==> config.mk <==
export PLATFORM = sky130hd
export DESIGN_NAME = rfsgc_top
export DESIGN_NICKNAME = d
export VERILOG_FILES = /design/src/rtl/rfsgc_pkg.sv /design/src/rtl/rfsgc_top.sv
export SDC_FILE = /design/constraint.sdc
export NUM_CORES = 1
export LEC_CHECK = 0
export ABC_AREA = 1
export BUFFER_PORTS_ARGS = -buffer_cell sky130_fd_sc_hd__buf_2
export CAP_MARGIN = 15
export CORE_MARGIN = 1
export CORE_UTILIZATION = 50
export CTS_CLUSTER_DIAMETER = 40
export DETAILED_ROUTE_END_ITERATION = 8
export PLACE_DENSITY = 0.76
export SKIP_LAST_GASP = 1
export SLEW_MARGIN = 25
export SYNTH_ARGS = -nofsm -noshare
export SYNTH_HDL_FRONTEND = slang
export SYNTH_SLANG_ARGS = --single-unit
==> constraint.sdc <==
create_clock -name pclk -period 5.7 [get_ports pclk]
set_clock_uncertainty 0.15 [all_clocks]
set_input_delay 0.855 -clock pclk [delete_from_list [all_inputs] [get_ports pclk]]
set_output_delay 0.855 -clock pclk [all_outputs]
set_load 0.005 [all_outputs]
==> src/rtl/rfsgc_pkg.sv <==
// constants, field layout and carrier types for the rf_link_status and gain-control register bank
//
// Function
// - read-only 3-bit sequencer phase: idle, wait send, send, wait rx, wait data, rx, loopback.
// - read-only 4-bit field shows the gear chosen by dynamic power control.
// - carrier-lock bit set only with field on, frequency valid and loop locked.
// - checksum-good when crc is zero, or residue when inverted crc is used.
// - own-field bit is 1 while the transmitter drivers generate a field.
// - external-field bit is 1 when filtered level detectors sense a foreign field.
// - fault code: none, early field, field in window, no field, peer dropped.
// - fault code valid only with fault interrupt; cleared when field driver turns on, unless a new fault arrives in that same cycle, which wins.
// - decoder-armed bit is 1 once the decoder is enabled and ready for data.
// - encoder-busy bit is 1 while transmitting, 0 when the encoder idles.
// - decoder-busy bit is 1 while receiving, 0 when the decoder idles.
// - live 10-bit gain code; zero most sensitive, all ones most robust.
// - 2-bit target selector: low, middle, high reference; code three reserved.
// - one gain update period lasts the programmed time constant plus one cycles.
// - source bit picks card static value at 0, reader static value at 1.
// - writing the load bit copies the selected static value; bit self-clears; the load is ignored in frozen fixed operation.
// - fixed operation: choice 0 follows static value, choice 1 keeps frozen setting.
// - changing the choice bit never reloads the divider; only the load bit does.
// - loop enable 0 holds the divider fixed, 1 runs closed-loop control.
// - two writable 10-bit static values: reader in upper field, card in lower.
package rfsgc_pkg;

	// ==========================================================
	// register map (printed offsets are word indices)
	localparam logic [7:0] IDX_STATUS  = 8'h1D;
	localparam logic [7:0] IDX_CONFIG  = 8'h1E;
	localparam logic [7:0] IDX_STATIC  = 8'h1F;
	localparam logic [7:0] ADDR_STATUS = 8'(IDX_STATUS * 4);
	localparam logic [7:0] ADDR_CONFIG = 8'(IDX_CONFIG * 4);
	localparam logic [7:0] ADDR_STATIC = 8'(IDX_STATIC * 4);

	// ==========================================================
	// status word field positions
	localparam int ST_PHASE_LSB = 24;
	localparam int ST_GEAR_LSB  = 20;
	localparam int ST_LOCK      = 19;
	localparam int ST_CRC       = 18;
	localparam int ST_OWN       = 17;
	localparam int ST_EXT       = 16;
	localparam int ST_FAULT_LSB = 13;
	localparam int ST_ARMED     = 12;
	localparam int ST_ENC       = 11;
	localparam int ST_DEC       = 10;
	localparam int ST_GAIN_LSB  = 0;

	// ==========================================================
	// config and static word field positions
	localparam int CFG_TGT_LSB = 14;
	localparam int CFG_TC_LSB  = 4;
	localparam int CFG_SRC     = 3;
	localparam int CFG_LOAD    = 2;
	localparam int CFG_CHOICE  = 1;
	localparam int CFG_ON      = 0;
	localparam int VAL_RDR_LSB = 10;
	localparam int VAL_CRD_LSB = 0;

	// ==========================================================
	// encodings and reset values
	typedef enum logic [2:0] {
		PH_IDLE = 3'h0, PH_WAIT_TX = 3'h1, PH_TX = 3'h2, PH_WAIT_RX = 3'h3,
		PH_WAIT_DATA = 3'h4, PH_RX = 3'h5, PH_LOOPBACK = 3'h6, PH_RSVD = 3'h7
	} rfsgc_phase_t;

	typedef enum logic [2:0] {
		FLT_NONE = 3'h0, FLT_EARLY_FIELD = 3'h1, FLT_FIELD_IN_WIN = 3'h2,
		FLT_NO_FIELD = 3'h3, FLT_PEER_DROP = 3'h4
	} rfsgc_fault_t;

	typedef struct packed {
		logic [1:0] gain_target_sel;    // reference select
		logic [9:0] gain_update_period; // time constant
		logic       static_gain_src;    // 0 card, 1 reader
		logic       fixed_gain_choice;  // 0 static, 1 frozen
		logic       gain_loop_on;       // closed loop enable
	} rfsgc_cfg_t;

	typedef struct packed {
		logic [9:0] reader_static_gain;
		logic [9:0] card_static_gain;
	} rfsgc_static_t;

	localparam rfsgc_cfg_t    CFG_RESET    = '0;
	localparam rfsgc_static_t STATIC_RESET = '0;
	localparam logic [9:0]    GAIN_RESET   = 10'h000;
	localparam logic [9:0]    GAIN_MAX     = 10'h3FF;
	localparam logic [9:0]    TC_MIN       = 10'h004;

endpackage

==> src/rtl/rfsgc_top.sv <==
// apb register bank with rf_link_status word and receive gain loop
//
// Added by the designer: the APB register port.
`timescale 1ns/10ps
module rfsgc_top #(
	parameter int          CRC_W       = 16,     // running crc width
	parameter logic [15:0] CRC_RESIDUE = 16'h0000 // residue for inverted crc
) (
	input  wire logic        pclk,            // 50 MHz bus clock
	input  wire logic        presetn,         // async reset, active low
	input  wire logic        psel,            // apb select
	input  wire logic        penable,         // apb access phase
	input  wire logic        pwrite,          // apb direction
	input  wire logic [7:0]  paddr,           // apb byte address
	input  wire logic [31:0] pwdata,          // apb write data
	output logic      [31:0] prdata,          // apb read data
	output logic             pready,          // apb ready
	output logic             pslverr,         // apb error, unmapped address
	input  wire logic [2:0]  xcv_phase,       // sequencer phase
	input  wire logic [3:0]  power_ctrl_gear, // dynamic power control gear
	input  wire logic        field_present,   // field on
	input  wire logic        freq_valid,      // carrier frequency ok
	input  wire logic        pll_locked,      // loop locked
	input  wire logic [15:0] crc_value,       // running crc register
	input  wire logic        crc_inverted,    // inverted crc in use
	input  wire logic        drivers_on,      // transmitter drivers active
	input  wire logic        ext_level_det,   // filtered level detector
	input  wire logic        fault_event,     // active-mode fault pulse
	input  wire logic [2:0]  fault_cause,     // cause with fault_event
	input  wire logic        field_driver_on, // field driver enable bit
	input  wire logic        decoder_ready,   // decoder enabled and ready
	input  wire logic        encoder_active,  // transmission ongoing
	input  wire logic        decoder_active,  // reception ongoing
	input  wire logic        level_high,      // rx level above target
	input  wire logic        level_low,       // rx level below target
	output logic      [9:0]  rx_divider,      // gain code to receive divider
	output logic      [1:0]  gain_target_sel  // reference select to analog
);

	// ==========================================================
	// elaboration checks
	// the crc input is 16 bits, so a wider check cannot be served
	if (CRC_W < 1 || CRC_W > 16) begin : g_bad_crc_w
		$error("rfsgc_top: CRC_W must be 1 to 16");
	end

	// ==========================================================
	// bus decode
	logic        setup_ph;
	logic        wr_acc;
	logic        hit_status;
	logic        hit_config;
	logic        hit_static;
	logic        hit_any;
	logic        load_pulse;
	logic [9:0]  sel_static;

	// decode shared by read capture and write commit
	always_comb begin
		hit_status = 1'b0;
		hit_config = 1'b0;
		hit_static = 1'b0;
		if (paddr == rfsgc_pkg::ADDR_STATUS) begin
			hit_status = 1'b1;
		end else if (paddr == rfsgc_pkg::ADDR_CONFIG) begin
			hit_config = 1'b1;
		end else if (paddr == rfsgc_pkg::ADDR_STATIC) begin
			hit_static = 1'b1;
		end
	end

	// zero wait states: read data is captured in the setup cycle
	assign hit_any  = hit_status | hit_config | hit_static;
	assign setup_ph = psel & ~penable;
	assign wr_acc   = psel & penable & pwrite & hit_any;
	assign pready   = 1'b1;
	assign pslverr  = psel & penable & ~hit_any;

	// ==========================================================
	// software registers
	rfsgc_pkg::rfsgc_cfg_t    cfg;
	rfsgc_pkg::rfsgc_cfg_t    next_cfg;
	rfsgc_pkg::rfsgc_static_t stat_val;
	rfsgc_pkg::rfsgc_static_t next_stat_val;

	// load is a strobe only, never stored, so it reads back as zero
	assign load_pulse = wr_acc & hit_config & pwdata[rfsgc_pkg::CFG_LOAD];

	// writes to the status word are ignored, it holds no storage
	always_comb begin
		next_cfg      = cfg;
		next_stat_val = stat_val;
		if (wr_acc && hit_config) begin
			next_cfg.gain_target_sel    = pwdata[rfsgc_pkg::CFG_TGT_LSB +: 2];
			next_cfg.gain_update_period = pwdata[rfsgc_pkg::CFG_TC_LSB +: 10];
			next_cfg.static_gain_src    = pwdata[rfsgc_pkg::CFG_SRC];
			next_cfg.fixed_gain_choice  = pwdata[rfsgc_pkg::CFG_CHOICE];
			next_cfg.gain_loop_on       = pwdata[rfsgc_pkg::CFG_ON];
		end
		if (wr_acc && hit_static) begin
			next_stat_val.reader_static_gain = pwdata[rfsgc_pkg::VAL_RDR_LSB +: 10];
			next_stat_val.card_static_gain   = pwdata[rfsgc_pkg::VAL_CRD_LSB +: 10];
		end
	end

	always_ff @(posedge pclk or negedge presetn) begin
		if (!presetn) begin
			cfg      <= rfsgc_pkg::CFG_RESET;
			stat_val <= rfsgc_pkg::STATIC_RESET;
		end else begin
			cfg      <= next_cfg;
			stat_val <= next_stat_val;
		end
	end

	// reserved target code 11b is passed through unchanged to the analog side
	assign gain_target_sel = cfg.gain_target_sel;

	// ==========================================================
	// status capture
	logic [2:0]  phase_q;
	logic [3:0]  gear_q;
	logic        lock_q;
	logic        crc_ok_q;
	logic        own_q;
	logic        ext_q;
	logic [2:0]  fault_q;
	logic        armed_q;
	logic        enc_q;
	logic        dec_q;
	logic        drv_prev;
	logic [2:0]  next_fault;
	logic        crc_good;
	logic        drv_rise;
	logic [CRC_W-1:0] crc_cut;

	assign crc_cut  = crc_value[CRC_W-1:0];
	assign crc_good = crc_inverted ? (crc_cut == CRC_RESIDUE[CRC_W-1:0])
	                               : (crc_cut == '0);
	assign drv_rise = field_driver_on & ~drv_prev;

	// a new fault in the same cycle as the driver turn-on wins over the clear
	always_comb begin
		next_fault = fault_q;
		if (fault_event) begin
			next_fault = fault_cause;
		end else if (drv_rise) begin
			next_fault = rfsgc_pkg::FLT_NONE;
		end
	end

	always_ff @(posedge pclk or negedge presetn) begin
		if (!presetn) begin
			phase_q  <= rfsgc_pkg::PH_IDLE;
			gear_q   <= 4'h0;
			lock_q   <= 1'b0;
			crc_ok_q <= 1'b0;
			own_q    <= 1'b0;
			ext_q    <= 1'b0;
			fault_q  <= rfsgc_pkg::FLT_NONE;
			armed_q  <= 1'b0;
			enc_q    <= 1'b0;
			dec_q    <= 1'b0;
			drv_prev <= 1'b0;
		end else begin
			phase_q  <= xcv_phase;
			gear_q   <= power_ctrl_gear;
			lock_q   <= field_present & freq_valid & pll_locked;
			crc_ok_q <= crc_good;
			own_q    <= drivers_on;
			ext_q    <= ext_level_det;
			fault_q  <= next_fault;
			armed_q  <= decoder_ready;
			enc_q    <= encoder_active;
			dec_q    <= decoder_active;
			drv_prev <= field_driver_on;
		end
	end

	// ==========================================================
	// gain loop: period counter and divider
	logic [9:0] period_cnt;
	logic [9:0] next_period_cnt;
	logic [9:0] next_rx_divider;
	logic       tick;
	logic       load_ok;

	// the counter trusts software to keep the constant at four or more
	assign tick       = cfg.gain_loop_on & (period_cnt >= cfg.gain_update_period);
	assign sel_static = cfg.static_gain_src ? stat_val.reader_static_gain
	                                        : stat_val.card_static_gain;
	// a frozen fixed setting ignores loads, everything else accepts them
	assign load_ok    = cfg.gain_loop_on | ~cfg.fixed_gain_choice;

	always_comb begin
		next_period_cnt = period_cnt;
		next_rx_divider = rx_divider;
		if (!cfg.gain_loop_on) begin
			next_period_cnt = 10'h000;
		end else if (tick) begin
			next_period_cnt = 10'h000;
		end else begin
			next_period_cnt = period_cnt + 10'h001;
		end
		// step toward the target once per period, saturating at the ends
		if (tick) begin
			if (level_high && rx_divider != rfsgc_pkg::GAIN_MAX) begin
				next_rx_divider = rx_divider + 10'h001;
			end else if (level_low && !level_high && rx_divider != rfsgc_pkg::GAIN_RESET) begin
				next_rx_divider = rx_divider - 10'h001;
			end
		end
		// a load overrides the loop step; the choice bit alone never reloads
		if (load_pulse && load_ok) begin
			next_rx_divider = sel_static;
		end
	end

	always_ff @(posedge pclk or negedge presetn) begin
		if (!presetn) begin
			period_cnt <= 10'h000;
			rx_divider <= rfsgc_pkg::GAIN_RESET;
		end else begin
			period_cnt <= next_period_cnt;
			rx_divider <= next_rx_divider;
		end
	end

	// ==========================================================
	// read data
	logic [31:0] rd_word;
	logic [31:0] next_prdata;

	always_comb begin
		rd_word = 32'h0000_0000;
		if (hit_status) begin
			rd_word[rfsgc_pkg::ST_PHASE_LSB +: 3] = phase_q;
			rd_word[rfsgc_pkg::ST_GEAR_LSB +: 4]  = gear_q;
			rd_word[rfsgc_pkg::ST_LOCK]           = lock_q;
			rd_word[rfsgc_pkg::ST_CRC]            = crc_ok_q;
			rd_word[rfsgc_pkg::ST_OWN]            = own_q;
			rd_word[rfsgc_pkg::ST_EXT]            = ext_q;
			rd_word[rfsgc_pkg::ST_FAULT_LSB +: 3] = fault_q;
			rd_word[rfsgc_pkg::ST_ARMED]          = armed_q;
			rd_word[rfsgc_pkg::ST_ENC]            = enc_q;
			rd_word[rfsgc_pkg::ST_DEC]            = dec_q;
			rd_word[rfsgc_pkg::ST_GAIN_LSB +: 10] = rx_divider;
		end else if (hit_config) begin
			rd_word[rfsgc_pkg::CFG_TGT_LSB +: 2] = cfg.gain_target_sel;
			rd_word[rfsgc_pkg::CFG_TC_LSB +: 10] = cfg.gain_update_period;
			rd_word[rfsgc_pkg::CFG_SRC]          = cfg.static_gain_src;
			rd_word[rfsgc_pkg::CFG_CHOICE]       = cfg.fixed_gain_choice;
			rd_word[rfsgc_pkg::CFG_ON]           = cfg.gain_loop_on;
		end else if (hit_static) begin
			rd_word[rfsgc_pkg::VAL_RDR_LSB +: 10] = stat_val.reader_static_gain;
			rd_word[rfsgc_pkg::VAL_CRD_LSB +: 10] = stat_val.card_static_gain;
		end
		next_prdata = prdata;
		if (setup_ph && !pwrite) begin
			next_prdata = rd_word;
		end
	end

	always_ff @(posedge pclk or negedge presetn) begin
		if (!presetn) begin
			prdata <= 32'h0000_0000;
		end else begin
			prdata <= next_prdata;
		end
	end

	// ==========================================================
	// assertions
	property p_lock_cause;
		@(posedge pclk) disable iff (!presetn)
		lock_q |-> $past(field_present) && $past(freq_valid) && $past(pll_locked);
	endproperty
	a_lock_cause: assert property (p_lock_cause) else $error("lock bit without its three causes");

	property p_crc_zero;
		@(posedge pclk) disable iff (!presetn)
		(!crc_inverted && crc_cut == '0) |=> crc_ok_q;
	endproperty
	a_crc_zero: assert property (p_crc_zero) else $error("crc zero not reported good");

	property p_fault_set;
		@(posedge pclk) disable iff (!presetn)
		fault_event |=> fault_q == $past(fault_cause);
	endproperty
	a_fault_set: assert property (p_fault_set) else $error("fault code not captured");

	property p_fault_clear;
		@(posedge pclk) disable iff (!presetn)
		(field_driver_on && !drv_prev && !fault_event) |=> fault_q == rfsgc_pkg::FLT_NONE;
	endproperty
	a_fault_clear: assert property (p_fault_clear) else $error("fault code not cleared by driver on");

	property p_period_gap;
		@(posedge pclk) disable iff (!presetn)
		(tick && cfg.gain_update_period >= rfsgc_pkg::TC_MIN && !wr_acc) |=> !tick [*4];
	endproperty
	a_period_gap: assert property (p_period_gap) else $error("gain update period too short");

	property p_load_copy;
		@(posedge pclk) disable iff (!presetn)
		(load_pulse && load_ok) |=> rx_divider == $past(sel_static);
	endproperty
	a_load_copy: assert property (p_load_copy) else $error("load did not copy static gain");

	property p_fixed_hold;
		@(posedge pclk) disable iff (!presetn)
		(!cfg.gain_loop_on && !load_pulse) |=> $stable(rx_divider);
	endproperty
	a_fixed_hold: assert property (p_fixed_hold) else $error("divider moved in fixed operation");

	property p_frozen;
		@(posedge pclk) disable iff (!presetn)
		(!cfg.gain_loop_on && cfg.fixed_gain_choice) |=> $stable(rx_divider);
	endproperty
	a_frozen: assert property (p_frozen) else $error("frozen divider changed");

	property p_step_up;
		@(posedge pclk) disable iff (!presetn)
		(tick && level_high && rx_divider != rfsgc_pkg::GAIN_MAX && !load_pulse)
			|=> rx_divider == $past(rx_divider) + 10'h001;
	endproperty
	a_step_up: assert property (p_step_up) else $error("gain did not step up");

	property p_unmapped;
		@(posedge pclk) disable iff (!presetn)
		(psel && penable && !hit_any) |-> pslverr && pready;
	endproperty
	a_unmapped: assert property (p_unmapped) else $error("unmapped access without error");

	// the loop must also step down and stop at both ends of the code range
	property p_step_down;
		@(posedge pclk) disable iff (!presetn)
		(tick && level_low && !level_high && rx_divider != rfsgc_pkg::GAIN_RESET && !load_pulse)
			|=> rx_divider == $past(rx_divider) - 10'h001;
	endproperty
	a_step_down: assert property (p_step_down) else $error("gain did not step down");

	property p_sat_top;
		@(posedge pclk) disable iff (!presetn)
		(tick && level_high && rx_divider == rfsgc_pkg::GAIN_MAX && !load_pulse) |=> rx_divider == rfsgc_pkg::GAIN_MAX;
	endproperty
	a_sat_top: assert property (p_sat_top) else $error("gain wrapped past the most robust code");

	property p_sat_bottom;
		@(posedge pclk) disable iff (!presetn)
		(tick && !level_high && rx_divider == rfsgc_pkg::GAIN_RESET && !load_pulse)
			|=> rx_divider == rfsgc_pkg::GAIN_RESET;
	endproperty
	a_sat_bottom: assert property (p_sat_bottom) else $error("gain wrapped past the most sensitive code");

	// status fields show their source one edge later
	property p_status_follow;
		@(posedge pclk) disable iff (!presetn)
		1'b1 |=> phase_q == $past(xcv_phase) && gear_q == $past(power_ctrl_gear);
	endproperty
	a_status_follow: assert property (p_status_follow) else $error("phase or gear not captured");

	property p_flag_follow;
		@(posedge pclk) disable iff (!presetn)
		1'b1 |=> own_q == $past(drivers_on) && ext_q == $past(ext_level_det);
	endproperty
	a_flag_follow: assert property (p_flag_follow) else $error("field flags not captured");

	property p_engine_follow;
		@(posedge pclk) disable iff (!presetn)
		1'b1 |=> armed_q == $past(decoder_ready) && enc_q == $past(encoder_active) && dec_q == $past(decoder_active);
	endproperty
	a_engine_follow: assert property (p_engine_follow) else $error("codec flags not captured");

	// without a new fault or a driver turn-on the code must not move
	property p_fault_hold;
		@(posedge pclk) disable iff (!presetn)
		(!fault_event && !drv_rise) |=> $stable(fault_q);
	endproperty
	a_fault_hold: assert property (p_fault_hold) else $error("fault code changed without cause");

endmodule

==> metrics.md, run 1 <==
| Metric | Value |
|---|---|
| Status | finished clean |
| Reg2reg path depth | 13 |
| Starting Density | 51.2% |
| Wire length after detailed routing | 12900 µm |
| Final hold viol count | 0 |
| Skew-Pair Late Insertion Delay | 370 ps |
| Clock sinks | 100 |
| Crit Path Category | in -> out |
| Core ar. | 10300 µm² |
| Cts bufs inserted | 9 |
| Pwr dens | 233 nW/µm² |
| Gr usage total | 24.7% |
| Vias | 4641 |
| Largest stage delay on the critical path | 690 ps |
| Antenna violations before repair | 0 |
| Yosys top cell by area | dfrtp_1 |
| Detail Route Antenna Nets | 0 |
| Distinct cells, synth | 39 |
| Cell Rows | 37 |
| Unrepaired setup endpoints after global routing | no |
| Met1 Usage GRT | 32.5% |
| Worst R2R Setup Slack | 2860 ps |
| CTS tree | built |
| Vias per cell | 5.18 |
| Mapped cell area | 5270 µm² |
| Final worst path period need | 3630 ps |
| Fraction of layout cells with a size suffix above 1 | 19.1% |
| Crit start category | primary input |
| DR WL/cell | 14.4 µm |
| Seq cells post-synth | 100 |
| Clock transition at path regs | 90 ps |
| Critical path peak fanout | 30 |
| Synth Instances | 659 |
| Initial DRC Count | 335 |
| IR drop worst, VDD | 106 µV |
| Ys Warns | 0 |
| Setup bufs post-CTS | 0 |
| Post-synthesis area per instance | 7.99 µm² |
| Data arrival time of the worst path | 2630 ps |
| First-pass detailed-route iteration total | 5 |
| Placed Instances | 881 |
| Overflow after GRT | 0 |
| Post-synth EDFFs | 0 |
| Clock root buffer | clkbuf_8 |
| Crit end category | primary output |
| Met3 usage | 4.05% |
| Share of the synthesized area in the top cell type | 47.5% |
| N_diodes | 0 |
| # IOs | 130 |
| Buffers on Ports | 110 |
| Die width | 105 µm |
| Worst hold-check path type | in -> async |
| LEAKAGE | 3.11 nW |
| Post-layout worst setup margin | 2070 ps |
| Critical-path cell list | buf_2 -> nor3_2 -> nand2_2 -> nand4_1 -> inv_1 -> buf_2 |
| Fraction of registers with async set/reset | 100% |
| Vias in the first global route | 4411 |
| Main synth FF type | dfrtp_1 |
| # setup viols final | 0 |
| F_max | 275 MHz |
| Met2 GRT Util | 41.8% |
| Setup TNS | 0 ps |
| Actual slew at the worst max-slew pin | 901 ps |
| Worst R2R End | rx_divider[8]$_DFFE_PN0P_ |
| GPL Wtd Cong | 0.893 |
| Fin crit share | 63.8% |
| PostCTS Resize Cnt | 0 |
| Post-Place Setup Slack | 2090 ps |
| Final max-slew violation count | 0 |
| Critical path required time | 4700 ps |
| First-pass GRT wire length | 21200 µm |
| Drt drc | 0 |
| R2R Path Start | rx_divider[2]$_DFFE_PN0P_ |
| Cell mode on critical path | buf_2 |
| NumNets Final | 860 |
| Largest net degree at the start of global routing | 65 |
| Final hold slack | 282 ps |
| Register area share after synthesis | 47.5% |
| Final instance count without filler cells | 896 |
| Worst relative slew slack | 39.6% |
| # hold bufs at CTS | 0 |
| Ranking of synthesized cells by area | dfrtp_1 (48%), nand2_1 (12%), inv_1 (6.3%) |
| GRT Max-Usage Layer | met2 |
| Die Y | 105 µm |
| Longest Clk Path Bufs | 2 |
| Hpwl dp | 9710 µm |
| H-tree depth | 3 |
| Total of max-cap violations | 0 |
| Slowest CP cell | nor3_2 |
| Total power draw | 0.00140 W |
| Die area | 10900 µm² |
| Layout area overhead | 14.4% |
[report_power, final]
group	switching, W	internal (W)
sequential	0.0000297	0.000736
combinational	0.000133	0.0000903
clock	0.000242	0.000170
[layer usage]
layer	part of all wire (%)	up-vias
li1	-	2283
met1	43	2194
met2	49	144
met3	6.0	20
met4	1.7	0
met5	0	-
[logic make-up (layout without fill, tap and decap cells)]
kind of cell | Yosys count | after routing | share of synthesized area, %
buffers and inverters | 122 | 219 | 9.84
flip-flops | 100 | 100 | 47.5
multiplexers | 4 | 4 | 0.855
XOR/XNOR | 7 | 7 | 1.16
other | 2 | 6 | 0.143
AND/OR/NAND/NOR | 290 | 290 | 23.6
AO/OA/AOI/OAI | 114 | 114 | 12.0
adder cells (fa/ha/maj) | 20 | 20 | 4.90
[area by class of cell]
type | count | area [µm²]
Timing Repair Buffer | 112 | 568
Tap cell | 136 | 170
Sequential cell | 100 | 2500
Clock inverter | 3 | 23.8
Clock buffer | 12 | 145
Inverter | 92 | 345
Fill cell | 980 | 4250
Multi-Input combinational cell | 441 | 2270
[worst max path at each step]
stage / slack (ps) / to / from / cells past startpoint
after floorplan: 3010 / pslverr / paddr[6] / 7
after global placement: 2090 / pslverr / paddr[7] / 6
after detailed placement: 2090 / pslverr / paddr[7] / 6
after CTS: 2080 / pslverr / paddr[7] / 6
after global routing: 1890 / pslverr / paddr[7] / 6
final: 2070 / pslverr / paddr[7] / 6
[worst max-delay path: cells and delay by family]
family                 cells  cell delay [ps]
AND/OR/NAND/NOR            3             1490
buffers and inverters      3              280
[registers in the layout, indices dropped and copies added, names as in the netlist]
register	flops
armed_q	1
cfg	13
crc_ok_q	1
dec_q	1
drv_prev	1
enc_q	1
ext_q	1
fault_q	3
gain_target_sel	2
gear_q	4
lock_q	1
own_q	1
period_cnt	10
phase_q	3
prdata	27
rx_divider	10
stat_val	20
[Yosys cell counts, drive strengths merged, types with 8 or more instances]
cell / count
buf: 17
nand3: 42
clkbuf: 13
o211ai: 8
dfrtp: 100
ha: 19
nand2: 171
a21oi: 12
inv: 91
o21ai: 78
nor2: 56
[metrics by stage]
stage / cell area [µm²] / util (%)
CTS: 6020 / 58.6
global route: 6020 / 58.6
finish: 6020 / 58.6
floorplan: 5280 / -
detailed placement: 5850 / 56.9
global placement: 5850 / 56.9
[layout by cell type, fill, tap and decap left out, types with 8 or more instances in the layout]
cell	count
o21ai_0	22
nor2_1	53
dfrtp_1	100
nand3_1	41
a21oi_1	11
inv_1	88
ha_1	19
buf_2	109
o21ai_1	56
nand2_1	170
clkbuf_8	10
o211ai_1	8
Power figures use the tool's default switching activity.
==> run 2: changes to the inputs <==
- CORE_UTILIZATION: 50 -> 49
- PLACE_DENSITY: 0.76 -> 0.77
- clock period: 5.7 -> 3.1 ns (I/O delays scaled with it)
==> run 2 against run 1 <==
The flow now finishes with violations (negative hold slack). Sequential power increased by 83%. Setup slack got worse by 1700 ps. First-iteration DRC count grew 0.30%. Count of clock-buffer cells in the layout down 1. Routed wire length increased by 3.2%. Highest routed layer unchanged.
==> metrics.md, run 2 (same netlist as run 1, synthesis figures left out) <==
| Metric | Value |
|---|---|
| Status | finished, violations left (was finished clean) |
| Failing checks | negative hold slack |
| Critical-path cell list | nand2_1 -> nor2_1 -> nand3_1 -> nand2_1 -> inv_1 -> fa_1 -> o21ai_0 -> nand3_1 -> nand3_1 -> nand3_1 -> nand3_1 -> nand2_1 (was buf_2 -> nor3_2 -> nand2_2 -> nand4_1 -> inv_1 -> buf_2) |
| CP bufs+invs | 1 (was 3) |
| Cell Rows | 37 (unchanged) |
| Longest Clk Path Bufs | 2 (unchanged) |
| Vias in the first global route | 4585 (was 4411) |
| Commonest cells after routing, fill and taps aside | nand2_1 (170), buf_2 (109), dfrtp_1 (100) (unchanged) |
| Layout area overhead | 16.4% (was 14.4%) |
| Top delay family on crit path | simple AND/OR/NAND/NOR gates (unchanged) |
| Buffers on Ports | 110 (unchanged) |
| Final hold viol count | 28 (was 0) |
| Data arrival time of the worst path | 2890 ps (was 2630 ps) |
| Max reg flops | 27 (unchanged) |
| Fin crit share | 89.5% |
| Unrepaired setup endpoints after global routing | no (unchanged) |
| NumNets Final | 868 (was 860) |
| Die width | 106 µm (was 105 µm) |
| # hold bufs at CTS | 0 (unchanged) |
| Reg2reg path depth | 12 (was 13) |
| Post-layout worst setup margin | 325 ps (was 2070 ps) |
| Setup TNS | 0 ps (unchanged) |
| Total of max-cap violations | 0 (unchanged) |
| Drt drc | 0 (unchanged) |
| IR drop worst, VDD | 217 µV (was 106 µV) |
| Actual slew at the worst max-slew pin | 817 ps (was 901 ps) |
| Worst R2R End | rx_divider[8]$_DFFE_PN0P_ (unchanged) |
| Clock root buffer | clkbuf_8 (unchanged) |
| Largest net degree at the start of global routing | 82 (was 65) |
| PostCTS Resize Cnt | 0 (unchanged) |
| Final core utilization | 59.1% (was 58.6%) |
| Final worst path period need | 2770 ps |
| Setup bufs post-CTS | 0 (unchanged) |
| H-tree depth | 3 (unchanged) |
| N_diodes | 0 (unchanged) |
| Vias | 4677 (was 4641) |
| Vias per cell | 5.17 (was 5.18) |
| Fraction of layout cells with a size suffix above 1 | 19.9% (was 19.1%) |
| Cts bufs inserted | 9 (unchanged) |
| Crit start category | flip-flop (was primary input) |
| Placed Instances | 889 (was 881) |
| Final instance count without filler cells | 905 (was 896) |
| Antenna violations before repair | 0 (unchanged) |
| Worst hold-check path type | in -> async (unchanged) |
| Core ar. | 10400 µm² (was 10300 µm²) |
| Starting Density | 50.8% (was 51.2%) |
| Worst R2R Setup Slack | 330 ps (was 2860 ps) |
| Detail Route Antenna Nets | 0 (unchanged) |
| LEAKAGE | 3.18 nW (was 3.11 nW) |
| R2R Path Start | rx_divider[2]$_DFFE_PN0P_ (unchanged) |
| GPL Wtd Cong | 0.870 (was 0.893) |
| Final max-slew violation count | 0 (unchanged) |
| Largest regs | prdata: 27 flops, stat_val: 20 flops, cfg: 13 flops (unchanged) |
| Most common cell after layout, fill and taps aside | nand2_1 (unchanged) |
| Die area | 11200 µm² (was 10900 µm²) |
| Overflow after GRT | 0 (unchanged) |
| Skew-Pair Late Insertion Delay | 370 ps (about the same) |
| Largest stage delay on the critical path | 490 ps (was 690 ps) |
| Biggest register | prdata (unchanged) |
| Slowest CP cell | dfrtp_1 (was nor3_2) |
| First-pass GRT wire length | 22100 µm (was 21200 µm) |
| Critical path required time | 3210 ps (was 4700 ps) |
| Crit end category | flip-flop (was primary output) |
| Initial DRC Count | 336 (was 335) |
| Worst relative slew slack | 45.5% (was 39.6%) |
| Gr usage total | 25.2% (was 24.7%) |
| DR WL/cell | 14.7 µm (was 14.4 µm) |
| # setup viols final | 0 (unchanged) |
| Clock transition at path regs | 90 ps (about the same) |
| First-pass detailed-route iteration total | 6 (was 5) |
| F_max | 360 MHz |
| # fillers | 962 (was 980) |
| Hpwl dp | 9970 µm (was 9710 µm) |
| Crit Path Category | reg -> reg (was in -> out) |
| Clock sinks | 100 (unchanged) |
| CTS tree | built (unchanged) |
| Cell mode on critical path | nand3_1 (was buf_2) |
| Critical path peak fanout | 7 (was 30) |
| Wire length after detailed routing | 13300 µm (was 12900 µm) |
| Pwr dens | 449 nW/µm² (was 233 nW/µm²) |
| Final hold slack | -48.6 ps (was 282 ps) |
| Die Y | 106 µm (was 105 µm) |
| # IOs | 130 (unchanged) |
| Post-Place Setup Slack | 337 ps (was 2090 ps) |
## run 2: worst max path at each step
stage | cells after the start | from | slack, ps | end
after floorplan | 12 | rx_divider[3]$_DFFE_PN0P_ | 770 | rx_divider[8]$_DFFE_PN0P_
after global placement | 12 | rx_divider[2]$_DFFE_PN0P_ | 520 | rx_divider[8]$_DFFE_PN0P_
after detailed placement | 12 | rx_divider[2]$_DFFE_PN0P_ | 340 | rx_divider[8]$_DFFE_PN0P_
after CTS | 12 | rx_divider[2]$_DFFE_PN0P_ | 320 | rx_divider[8]$_DFFE_PN0P_
after global routing | 13 | rx_divider[9]$_DFFE_PN0P_ | 80 | rx_divider[8]$_DFFE_PN0P_
final | 12 | rx_divider[2]$_DFFE_PN0P_ | 330 | rx_divider[8]$_DFFE_PN0P_
## run 2: cell type report
class	instances	area (µm²)	area share (%)
sequential	100	2500	40.8
timing repair buffer	120	632	10.3
clock inverter	5	85.1	1.39
tap	136	170	2.78
inverter	92	345	5.63
clock buffer	11	131	2.14
multi-input combinational	441	2260	36.9
## run 2: layer usage
metal / vias up / global-route usage (%) / routed length, µm
li1: 2303 / - / -
met1: 2226 / 34.1 / 5970
met2: 130 / 42.2 / 6580
met3: 18 / 3.03 / 520
met4: 0 / 8.33 / 196
met5: - / 0 / 0
## run 2: power breakdown
group          internal [W]  switching (W)
Clock              0.000460       0.000462
Combinational      0.000175       0.000255
Sequential          0.00135      0.0000453
## run 2: metrics by stage
| stage | power, W | cell area [µm²] |
|---|---|---|
| global route | 0.00289 | 6130 |
| global placement | 0.00183 | 5910 |
| CTS | 0.00277 | 6130 |
| finish | 0.00275 | 6130 |
| floorplan | 0.00167 | 5280 |
| detailed placement | 0.00185 | 5910 |
